--- config.mk ---
export PLATFORM = sky130hd
export DESIGN_NAME = sptx_top
export DESIGN_NICKNAME = d
export VERILOG_FILES = /design/src/logic/sptx_pkg.sv /design/src/logic/sptx_tick_if.sv /design/src/logic/sptx_bit_timer.sv /design/src/logic/sptx_top.sv
export SDC_FILE = /design/constraint.sdc
export NUM_CORES = 1
export LEC_CHECK = 0
export ABC_AREA = 0
export BUFFER_PORTS_ARGS = -buffer_cell sky130_fd_sc_hd__buf_4
export CAP_MARGIN = 25
export CORE_ASPECT_RATIO = 1.2
export CORE_MARGIN = 5
export CORE_UTILIZATION = 35
export CTS_CLUSTER_DIAMETER = 200
export DETAILED_ROUTE_END_ITERATION = 7
export PLACE_DENSITY = 0.63
export SETUP_SLACK_MARGIN = 0.4
export SLEW_MARGIN = 40
export SYNTH_ARGS = -nofsm -noshare
export SYNTH_HDL_FRONTEND = slang
export SYNTH_SLANG_ARGS = --single-unit
--- constraint.sdc ---
create_clock -name SYS_CLK -period 2.5 [get_ports SYS_CLK]
set_input_delay 0.125 -clock SYS_CLK [delete_from_list [all_inputs] [get_ports SYS_CLK]]
set_output_delay 0.125 -clock SYS_CLK [all_outputs]
set_load 0.03 [all_outputs]
--- src/logic/sptx_pkg.sv ---
// shared constants for the serial transmitter block
package sptx_pkg;
  localparam int REG_AW = 9;
  localparam logic [8:0] ADDR_RX_WORD = 9'h018;
  localparam logic [8:0] ADDR_TX_WORD = 9'h030;
  localparam logic [8:0] ADDR_BAUD = 9'h032;
  localparam logic [8:0] ADDR_CTRL = 9'h09E;
  localparam int BIT_SETCLR = 15;
  localparam int BIT_BREAK = 11;
  localparam int BIT_NINE = 15;
  localparam int BIT_RX_OVERRUN = 15;
  localparam int BIT_RBF = 14;
  localparam int BIT_TBE = 13;
  localparam int BIT_TX_SHIFTER_EMPTY = 12;
  localparam int BIT_RXD = 11;
  localparam int BIT_RX8 = 8;
  localparam logic [15:0] CTRL_RESET = 16'h0000;
  localparam logic [15:0] BAUD_RESET = 16'h0000;
  localparam int BAUD_W = 15;
  typedef enum logic [1:0] {SPTX_IDLE, SPTX_START, SPTX_SHIFT} sptx_state_t;
endpackage

--- src/logic/sptx_tick_if.sv ---
// divisor and tick carrier between top and bit timer
`timescale 1ns/1ns
interface sptx_tick_if;
  logic [14:0] divisor;
  logic restart;
  logic tick;
  modport timer (input divisor, input restart, output tick);
  modport user (output divisor, output restart, input tick);
endinterface

--- src/logic/sptx_bit_timer.sv ---
// bit interval timer: one tick every divisor+1 colour clocks
`timescale 1ns/1ns
module sptx_bit_timer (
  // clock and reset
  input wire logic clk,
  input wire logic rst_n,
  // timing carrier
  sptx_tick_if.timer tk
);
  logic [14:0] cnt_r;
  logic [14:0] cnt_nxt;
  wire logic at_end = (cnt_r >= tk.divisor);
  assign cnt_nxt = (tk.restart || at_end) ? 15'h0000 : cnt_r + 15'h0001;
  assign tk.tick = at_end && !tk.restart;
  always_ff @(posedge clk or negedge rst_n) begin
    if (!rst_n) cnt_r <= 15'h0000;
    else cnt_r <= cnt_nxt;
  end
endmodule

--- src/logic/sptx_top.sv ---
// serial port transmitter with receive word view and shared control
`timescale 1ns/1ns
module sptx_top (
  // clock and reset
  input wire logic SYS_CLK,
  input wire logic RSTN,
  // register port
  input wire logic [8:0] REG_ADDR,
  input wire logic REG_WR,
  input wire logic REG_RD,
  input wire logic [15:0] REG_WDATA,
  output logic [15:0] REG_RDATA,
  // receiver side status and data
  input wire logic [8:0] RX_DATA,
  input wire logic RX_STOP,
  input wire logic RX_FULL,
  input wire logic RX_OVERRUN,
  input wire logic RXD_PIN,
  output logic RX_NINE_BITS,
  output logic [14:0] BAUD_DIVISOR,
  // line and events
  output logic TXD,
  output logic TX_HOLDING_EMPTY_PULSE,
  output logic TX_SHIFTER_EMPTY
);
  sptx_tick_if tk();
  sptx_pkg::sptx_state_t state_r;
  sptx_pkg::sptx_state_t state_nxt;
  logic [15:0] ctrl_r;
  logic [15:0] ctrl_nxt;
  logic [15:0] baud_r;
  logic [15:0] hold_r;
  logic [15:0] hold_nxt;
  logic hold_full_r;
  logic hold_full_nxt;
  logic [15:0] shift_r;
  logic [15:0] shift_nxt;
  logic out_bit_r;
  logic out_bit_nxt;
  logic tbe_pulse_r;
  logic [15:0] rdata_r;
  logic [15:0] rdata_nxt;
  logic [15:0] baud_nxt;
  logic tbe_pulse_nxt;
  logic [15:0] rx_word;

  // one step of the shifter: zeros fill from the top
  function automatic logic [15:0] shift_down(input logic [15:0] v);
    shift_down = {1'b0, v[15:1]};
  endfunction

  ////////////////////////////////////////////////////////////////////////
  // elaboration checks
  if (sptx_pkg::BAUD_W != 15) begin : g_bad_width
    $error("divisor width must match the bit timer");
  end

  ////////////////////////////////////////////////////////////////////////
  // register decode
  wire logic wr_ctrl = REG_WR && (REG_ADDR == sptx_pkg::ADDR_CTRL);
  wire logic wr_baud = REG_WR && (REG_ADDR == sptx_pkg::ADDR_BAUD);
  wire logic wr_tx = REG_WR && (REG_ADDR == sptx_pkg::ADDR_TX_WORD);
  wire logic rd_rx = REG_RD && (REG_ADDR == sptx_pkg::ADDR_RX_WORD);
  wire logic tx_nonzero = (REG_WDATA != 16'h0000);
  wire logic [15:0] ctrl_mask = {1'b0, REG_WDATA[14:0]};
  wire logic brk = ctrl_r[sptx_pkg::BIT_BREAK];

  // set or clear only the bits written as one
  wire logic [15:0] ctrl_set = ctrl_r | ctrl_mask;
  wire logic [15:0] ctrl_clr = ctrl_r & ~ctrl_mask;
  wire logic set_sel = REG_WDATA[sptx_pkg::BIT_SETCLR];

  assign ctrl_nxt = !wr_ctrl ? ctrl_r : set_sel ? ctrl_set : ctrl_clr;
  assign baud_nxt = wr_baud ? REG_WDATA : baud_r;

  ////////////////////////////////////////////////////////////////////////
  // transmit sequencing
  wire logic idle = (state_r == sptx_pkg::SPTX_IDLE);
  wire logic load = idle && hold_full_r;
  wire logic done = (shift_r == 16'h0000) && out_bit_r;
  wire logic holding_empty = !hold_full_r;

  assign tk.divisor = baud_r[sptx_pkg::BAUD_W-1:0];
  assign tk.restart = load;

  ////////////////////////////////////////////////////////////////////////
  // shifter state machine
  // start bit first, then data from bit 0 upward
  always_comb begin
    state_nxt = state_r;
    shift_nxt = shift_r;
    out_bit_nxt = out_bit_r;
    unique case (state_r)
      sptx_pkg::SPTX_IDLE: begin
        if (load) begin
          shift_nxt = hold_r;
          out_bit_nxt = 1'b0;
          state_nxt = sptx_pkg::SPTX_START;
        end
      end
      sptx_pkg::SPTX_START: begin
        if (tk.tick) begin
          out_bit_nxt = shift_r[0];
          shift_nxt = shift_down(shift_r);
          state_nxt = sptx_pkg::SPTX_SHIFT;
        end
      end
      sptx_pkg::SPTX_SHIFT: begin
        if (tk.tick) begin
          if (done) begin
            state_nxt = sptx_pkg::SPTX_IDLE;
          end else begin
            out_bit_nxt = shift_r[0];
            shift_nxt = shift_down(shift_r);
          end
        end
      end
      default: begin
        state_nxt = sptx_pkg::SPTX_IDLE;
      end
    endcase
  end

  // holding register: a write with data starts sending on its own
  assign hold_nxt = (wr_tx && tx_nonzero) ? REG_WDATA : hold_r;
  assign hold_full_nxt = (wr_tx && tx_nonzero) ? 1'b1 :
                         load ? 1'b0 : hold_full_r;
  assign tbe_pulse_nxt = load;

  // line rests at mark whenever the shifter goes idle and break is clear
  wire logic out_bit_d = (state_nxt == sptx_pkg::SPTX_IDLE) ? 1'b1 : out_bit_nxt;

  ////////////////////////////////////////////////////////////////////////
  // receive word view
  // status bits on top, received data below
  wire logic nine_mode = baud_r[sptx_pkg::BIT_NINE];
  wire logic rx_bit8 = nine_mode ? RX_DATA[8] : RX_STOP;
  wire logic [7:0] rx_low_byte = RX_DATA[7:0];
  wire logic shifter_empty = idle && !hold_full_r;

  assign rx_word[15] = RX_OVERRUN;
  assign rx_word[14] = RX_FULL;
  assign rx_word[13] = holding_empty;
  assign rx_word[12] = shifter_empty;
  assign rx_word[11] = RXD_PIN;
  assign rx_word[10:9] = 2'h0;
  assign rx_word[8] = rx_bit8;
  assign rx_word[7:0] = rx_low_byte;

  // captured on the read strobe, held until the next read
  assign rdata_nxt = rd_rx ? rx_word : rdata_r;

  ////////////////////////////////////////////////////////////////////////
  // registers
  always_ff @(posedge SYS_CLK or negedge RSTN) begin
    if (!RSTN) begin
      state_r <= sptx_pkg::SPTX_IDLE;
      ctrl_r <= sptx_pkg::CTRL_RESET;
      baud_r <= sptx_pkg::BAUD_RESET;
      hold_r <= 16'h0000;
      hold_full_r <= 1'b0;
      shift_r <= 16'h0000;
      out_bit_r <= 1'b1;
      tbe_pulse_r <= 1'b0;
      rdata_r <= 16'h0000;
    end else begin
      state_r <= state_nxt;
      ctrl_r <= ctrl_nxt;
      baud_r <= baud_nxt;
      hold_r <= hold_nxt;
      hold_full_r <= hold_full_nxt;
      shift_r <= shift_nxt;
      out_bit_r <= out_bit_d;
      tbe_pulse_r <= tbe_pulse_nxt;
      rdata_r <= rdata_nxt;
    end
  end

  ////////////////////////////////////////////////////////////////////////
  // bit interval timer
  sptx_bit_timer u_timer (
    .clk(SYS_CLK),
    .rst_n(RSTN),
    .tk(tk)
  );

  ////////////////////////////////////////////////////////////////////////
  // outputs
  assign TXD = brk ? 1'b0 : out_bit_r;
  assign TX_HOLDING_EMPTY_PULSE = tbe_pulse_r;
  assign TX_SHIFTER_EMPTY = idle && !hold_full_r;
  assign REG_RDATA = rdata_r;
  assign RX_NINE_BITS = baud_r[sptx_pkg::BIT_NINE];
  assign BAUD_DIVISOR = baud_r[sptx_pkg::BAUD_W-1:0];
endmodule

# After elaboration in Yosys (flattened, before gate mapping)
# Cells that the tools add are included.
# classes
add_sub_neg,1
n_reduce_logical,21
muxes,21
mul,0
div_mod_pow,0
bitwise,3
eq_ne,14
shift,0
magnitude_cmp,1
# op_table
operator,count
two-way mux 16 bit,5
one-hot mux 16 bit (3 select lines),1
== test 9 x 6 -> 1 bit (second input constant),2
AND 16 bit,1
zero test 16 bit,1
NOT 15 -> 16 bit,1
bitwise OR 16 x 15 -> 16 bit,1
nonzero test 16 bit,1
adder 15 x 1 -> 15 bit (second input constant),1
>= comparator 15 bit,1
two-way mux 15 bit,1
AND reduction 5 bit,2
== test 9 x 5 -> 1 bit (second input constant),1
== test 9 x 8 -> 1 bit (second input constant),1
logical AND 1 bit,9
inequality test 3 bit (second input constant),3
two-way mux 1 bit,8
two-way mux 2 bit,4
inequality test 2 bit (second input constant),3
one-hot mux 2 bit (3 select lines),1
zero test 2 bit,2
nonzero test 4 bit,1
inequality test 3 x 1 -> 1 bit (second input constant),1
one-hot mux 1 bit (3 select lines),1
7 further kinds,8
# totals
memories,0
ram_bits,0
latch_bits,0
wordCells,71
out_inout_bits,35
romBits,0
inputBits,42
register_bits,98

# Logic depth before layout (Yosys ltp)
# depth
depth_word,9
depth_mapped,10
depth_no_buf,8

# Cells and area by module
# A second synthesis with hierarchy kept.
# unflattened
hier_cells,339
area_unflattened_um2,4229.1
# by_module_without_submodules
mod,n_inst,cells_each,area_per_inst_um2,seq_area_each_um2
sptx_top,1,217,3099.2,1702.9
sptx_bit_timer,1,122,1129.8,375.4

# Worst setup path after synthesis
# No wires, ideal clock.
# synth_path
path_type,reg-to-reg
startpoint,register baud_r[8]
endpoint,register shift_r[10]
setup_time_ns,0.125
path_stages_with_launch,10
t_arrival_ns,2.466
n_path_buf,1
slack_ns,-0.091
synth_period_minus_slack_ns,2.591
required_time_ns,2.375
path_cell_list,dfrtp_1 inv_1 ha_1 a21o_1 a221o_1 a221oi_2 o21ai_2 a22oi_4 buf_12 mux2_4
# synth_between
elab_chain_len,4
word_cells_on_any_way,5
classes_between,order compare: 1; eq/ne: 2; reduce/logical: 2
# synth_lines
item,line_no,rtl
from (decl),sptx_top.sv:31,logic [15:0] baud_r;
from (signal assigned),sptx_top.sv:159,baud_r <= sptx_pkg::BAUD_RESET;
from (signal assigned),sptx_top.sv:169,baud_r <= baud_nxt;
>= comparator 15 bit *,sptx_bit_timer.sv:12,wire logic at_end = (cnt_r >= tk.divisor);
logical AND 1 bit *,sptx_bit_timer.sv:14,assign tk.tick = at_end && !tk.restart;
inequality test 2 bit (no line),--,
AND reduction 5 bit (no line) *,--,
to (signal assigned),sptx_top.sv:172,shift_r <= shift_nxt;
to (decl),sptx_top.sv:36,logic [15:0] shift_r;
# Mark *: on every way between the ends. The rest lies on a longest branch, timed or not.
# A chain may end at the register's enable or synchronous reset.

# Worst setup path in the final report
# layout_path
startpoint,register baud_r[10]
endpoint,register shift_r[9]
# Same word-level chain as after synthesis.

==> results.json <==
{
  "status": "finished, final reports clean",
  "rows": 43,
  "fp.dieH_um": 129,
  "worst_pin_slew_ps": 629,
  "hp-class": "primary input to register",
  "clock_path_buffers": 2,
  "ff2ff_setup_slack_ps": 100,
  "cts_tree": "done",
  "io_buffers": 74,
  "pwr-share-clk": 0.352,
  "grt_use_total": 0.142,
  "drtIter0Drc": 73,
  "synthMuxAreaShare": 0.221,
  "final_common_cell": "buf_4",
  "max_freq_mhz": 417,
  "synth_compound_area_frac": 0.0458,
  "cpMaxStageDelayCell": "dfrtp_2",
  "clk_pin_slew_worst_paths_ps": 60,
  "p_int_w": 0.00270,
  "power_density_nw_per_um2": 691,
  "rr_worst_depth": 10,
  "setup_tns_ps": 0,
  "postSynth.asyncResetShare": 1.00,
  "final_cell_mix": "buf_4 (91), dfrtp_1 (78), mux2_2 (60), inv_1 (21), nor2_1 (21)",
  "grt_pass1_vias": 3034,
  "vias": 2974,
  "drive_gt1_frac": 0.500,
  "cp.required_ps": 2720,
  "netlist_area_um2": 4130,
  "clkSinkCount": 83,
  "n_antenna_cell": 0,
  "p_leak_nw": 2.76,
  "p_comb_frac": 0.264,
  "grt_start_max_net_pins": 51,
  "vdd_drop_max_uv": 384,
  "design.core.area_um2": 11600,
  "htree_levels": 3,
  "seqPwrFrac": 0.384,
  "first_pass_iters": 4,
  "yosys.area_share.simple": 0.103,
  "synth_edf_count": 0,
  "crit_type": "register to register",
  "ys_seq_elements": 83,
  "p_sw_frac": 0.292,
  "post-place-ws_ps": 62.1,
  "root_buffer": "clkbuf_16",
  "synth_ff_type": "dfrtp_1",
  "worst_setup_path_end_kind": "register",
  "holdWs_ps": 23.7,
  "slew_viol_final": 0,
  "num-nets-final": 499,
  "cts_buffers": 9,
  "yosysSeqAreaShare": 0.504,
  "die_w_um": 109,
  "synth.distinct_cells": 45,
  "switching_power_w": 0.00111,
  "cp-start-kind": "register",
  "maxCapViolations": 0,
  "fin_cells": 599,
  "antenna_found_initial": 0,
  "syn_avg_cell_area_um2": 12.3,
  "dp_hpwl_um": 6900,
  "period_share": 0.960,
  "clkLatencyLatePin_ps": 330,
  "synth_fa_ha_area_frac": 0.0607,
  "yosysWarnings": 0,
  "grt-ovfl-total": 0,
  "critical_path.max_stage_delay_ps": 410,
  "path_cells": "inv_2 -> ha_4 -> and2_4 -> a221o_1 -> a221oi_2 -> o21ai_2 -> a22oi_4 -> buf_6 -> buf_16 -> mux2_4",
  "io_pins": 77,
  "synthXorXnorAreaFrac": 0.0276,
  "n_fill_cell": 1029,
  "totalWireLength_um": 9690,
  "hold_path_depth": 2,
  "synth_top_family_by_area": "multiplexers",
  "initial_utilization": 0.357,
  "vias_per_cell": 4.96,
  "wire_per_inst_um": 16.2,
  "area_growth_syn_to_layout_pct": 33.8,
  "numPlacedInstances": 568,
  "slew_headroom": 0.581,
  "grt_pass1_wl_um": 15500,
  "hold_viol": 0,
  "syn_inst": 335,
  "clock_skew_ps": 7.92,
  "final_antenna_net_count": 0,
  "rsz0062_at_grt": "true",
  "worst_slack_ps": 99.3,
  "drc_errors": 0,
  "dieArea_um2": 14100,
  "place.gp.congestion": 0.826,
  "cp_max_fo": 8,
  "worstPathArrival_ps": 2620,
  "p_total_w": 0.00381,
  "setup_viol": 0,
  "fin_crit_ps": 2400
}
[power groups by stage]
stage / Clock, W / Sequential, W / Combinational (W)
after floorplan: 0 / 0.00151 / 0.000530
after global placement: 0 / 0.00148 / 0.000817
after detailed placement: 0 / 0.00149 / 0.000827
after CTS: 0.00137 / 0.00146 / 0.000895
after global routing: 0.00142 / 0.00147 / 0.00109
final: 0.00134 / 0.00147 / 0.00101
[flip-flops by register name (all words and copies together) (netlist names), named ones only]
name,flops
REG_RDATA,14
hold_r,16
state_r,2
hold_full_r,1
TX_HOLDING_EMPTY_PULSE,1
baud_r,16
shift_r,16
out_bit_r,1
u_timer.cnt_r,15
[metal layers]
| layer | GRT usage | vias up | wire, µm |
|---|---|---|---|
| met1 | 0.177 | 1498 | 4140 |
| met2 | 0.235 | 58 | 5020 |
| met5 | 0 | - | 0 |
| met4 | 0.0802 | 0 | 269 |
| met3 | 0.0196 | 22 | 262 |
| li1 | - | 1396 | - |
[what timing repair did]
| item | in CTS | in global routing |
|---|---|---|
| endpoints found under the hold margin | 47 | 0 |
| setup buffers | 9 | 2 |
| hold buffers | 1 | 0 |
| cloned | 2 | 1 |
| endpoints found under the setup margin | 33 | 33 |
| pin swaps | 4 | 7 |
| gates resized for setup | 15 | 24 |
[critical path, delay by kind of cell, from the launching register on]
| kind | cells | cell delay (ps) |
|---|---|---|
| AOI/OAI and AO/OA | 4 | 890 |
| DFF | 1 | 410 |
| muxes | 1 | 300 |
| and+or+nand+nor | 1 | 150 |
| adders and majority gates | 1 | 200 |
| buffers and inverters | 3 | 340 |
[path summary, 6_finish.rpt]
check                                start          endpoint
worst max-delay path            baud_r[10]        shift_r[9]
worst min-delay path            RX_DATA[5]      REG_RDATA[5]
worst max register to register  baud_r[10]        shift_r[9]
worst min register to register  hold_r[15]        hold_r[15]
max in group asynchronous             RSTN  u_timer.cnt_r[2]
min in group asynchronous             RSTN     REG_RDATA[14]
[cell usage after synthesis, drive strengths merged, types with 2 or more instances]
master	number	area share
and4b	2	0.0049
dfrtp	82	0.50
a21oi	2	0.0024
nor2b	3	0.0046
mux2i	2	0.0049
a221o	2	0.0052
buf	5	0.011
nor4	6	0.0091
a211o	2	0.0042
inv	24	0.022
a221oi	2	0.0058
nor2	32	0.029
a211oi	2	0.0036
mux2	76	0.22
o22ai	2	0.0030
and3	4	0.0061
nand3	9	0.011
nand4	8	0.012
nor4bb	2	0.0049
clkbuf	5	0.0046
xor2	7	0.015
o21ai	8	0.011
xnor2	6	0.013
nand2	8	0.0073
ha	20	0.061
[per-stage QoR]
stage / utilization / instance area [µm²]
6_report: 0.477 / 5520
5_1_grt: 0.477 / 5520
4_1_cts: 0.468 / 5410
3_5_place_dp: 0.425 / 4920
3_3_place_gp: 0.425 / 4920
2_1_floorplan: - / 4140
[cells by family after synthesis]
logic type,after synthesis
other,1
XOR/XNOR,13
flip-flops,83
AO/OA/AOI/OAI,24
multiplexers,78
adder cells (fa/ha/maj),20
AND/OR/NAND/NOR,82
buffers and inverters,34
[cell type report]
class	instances	area (µm²)	share of cell area
multi-input combinational	220	2030	0.368
inverter	24	90.1	0.0163
clock buffer	13	260	0.0472
tap	157	196	0.0356
sequential	83	2080	0.378
timing repair buffer	99	813	0.147
clock inverter	3	46.3	0.00839
(Power assumes the default switching activity.)
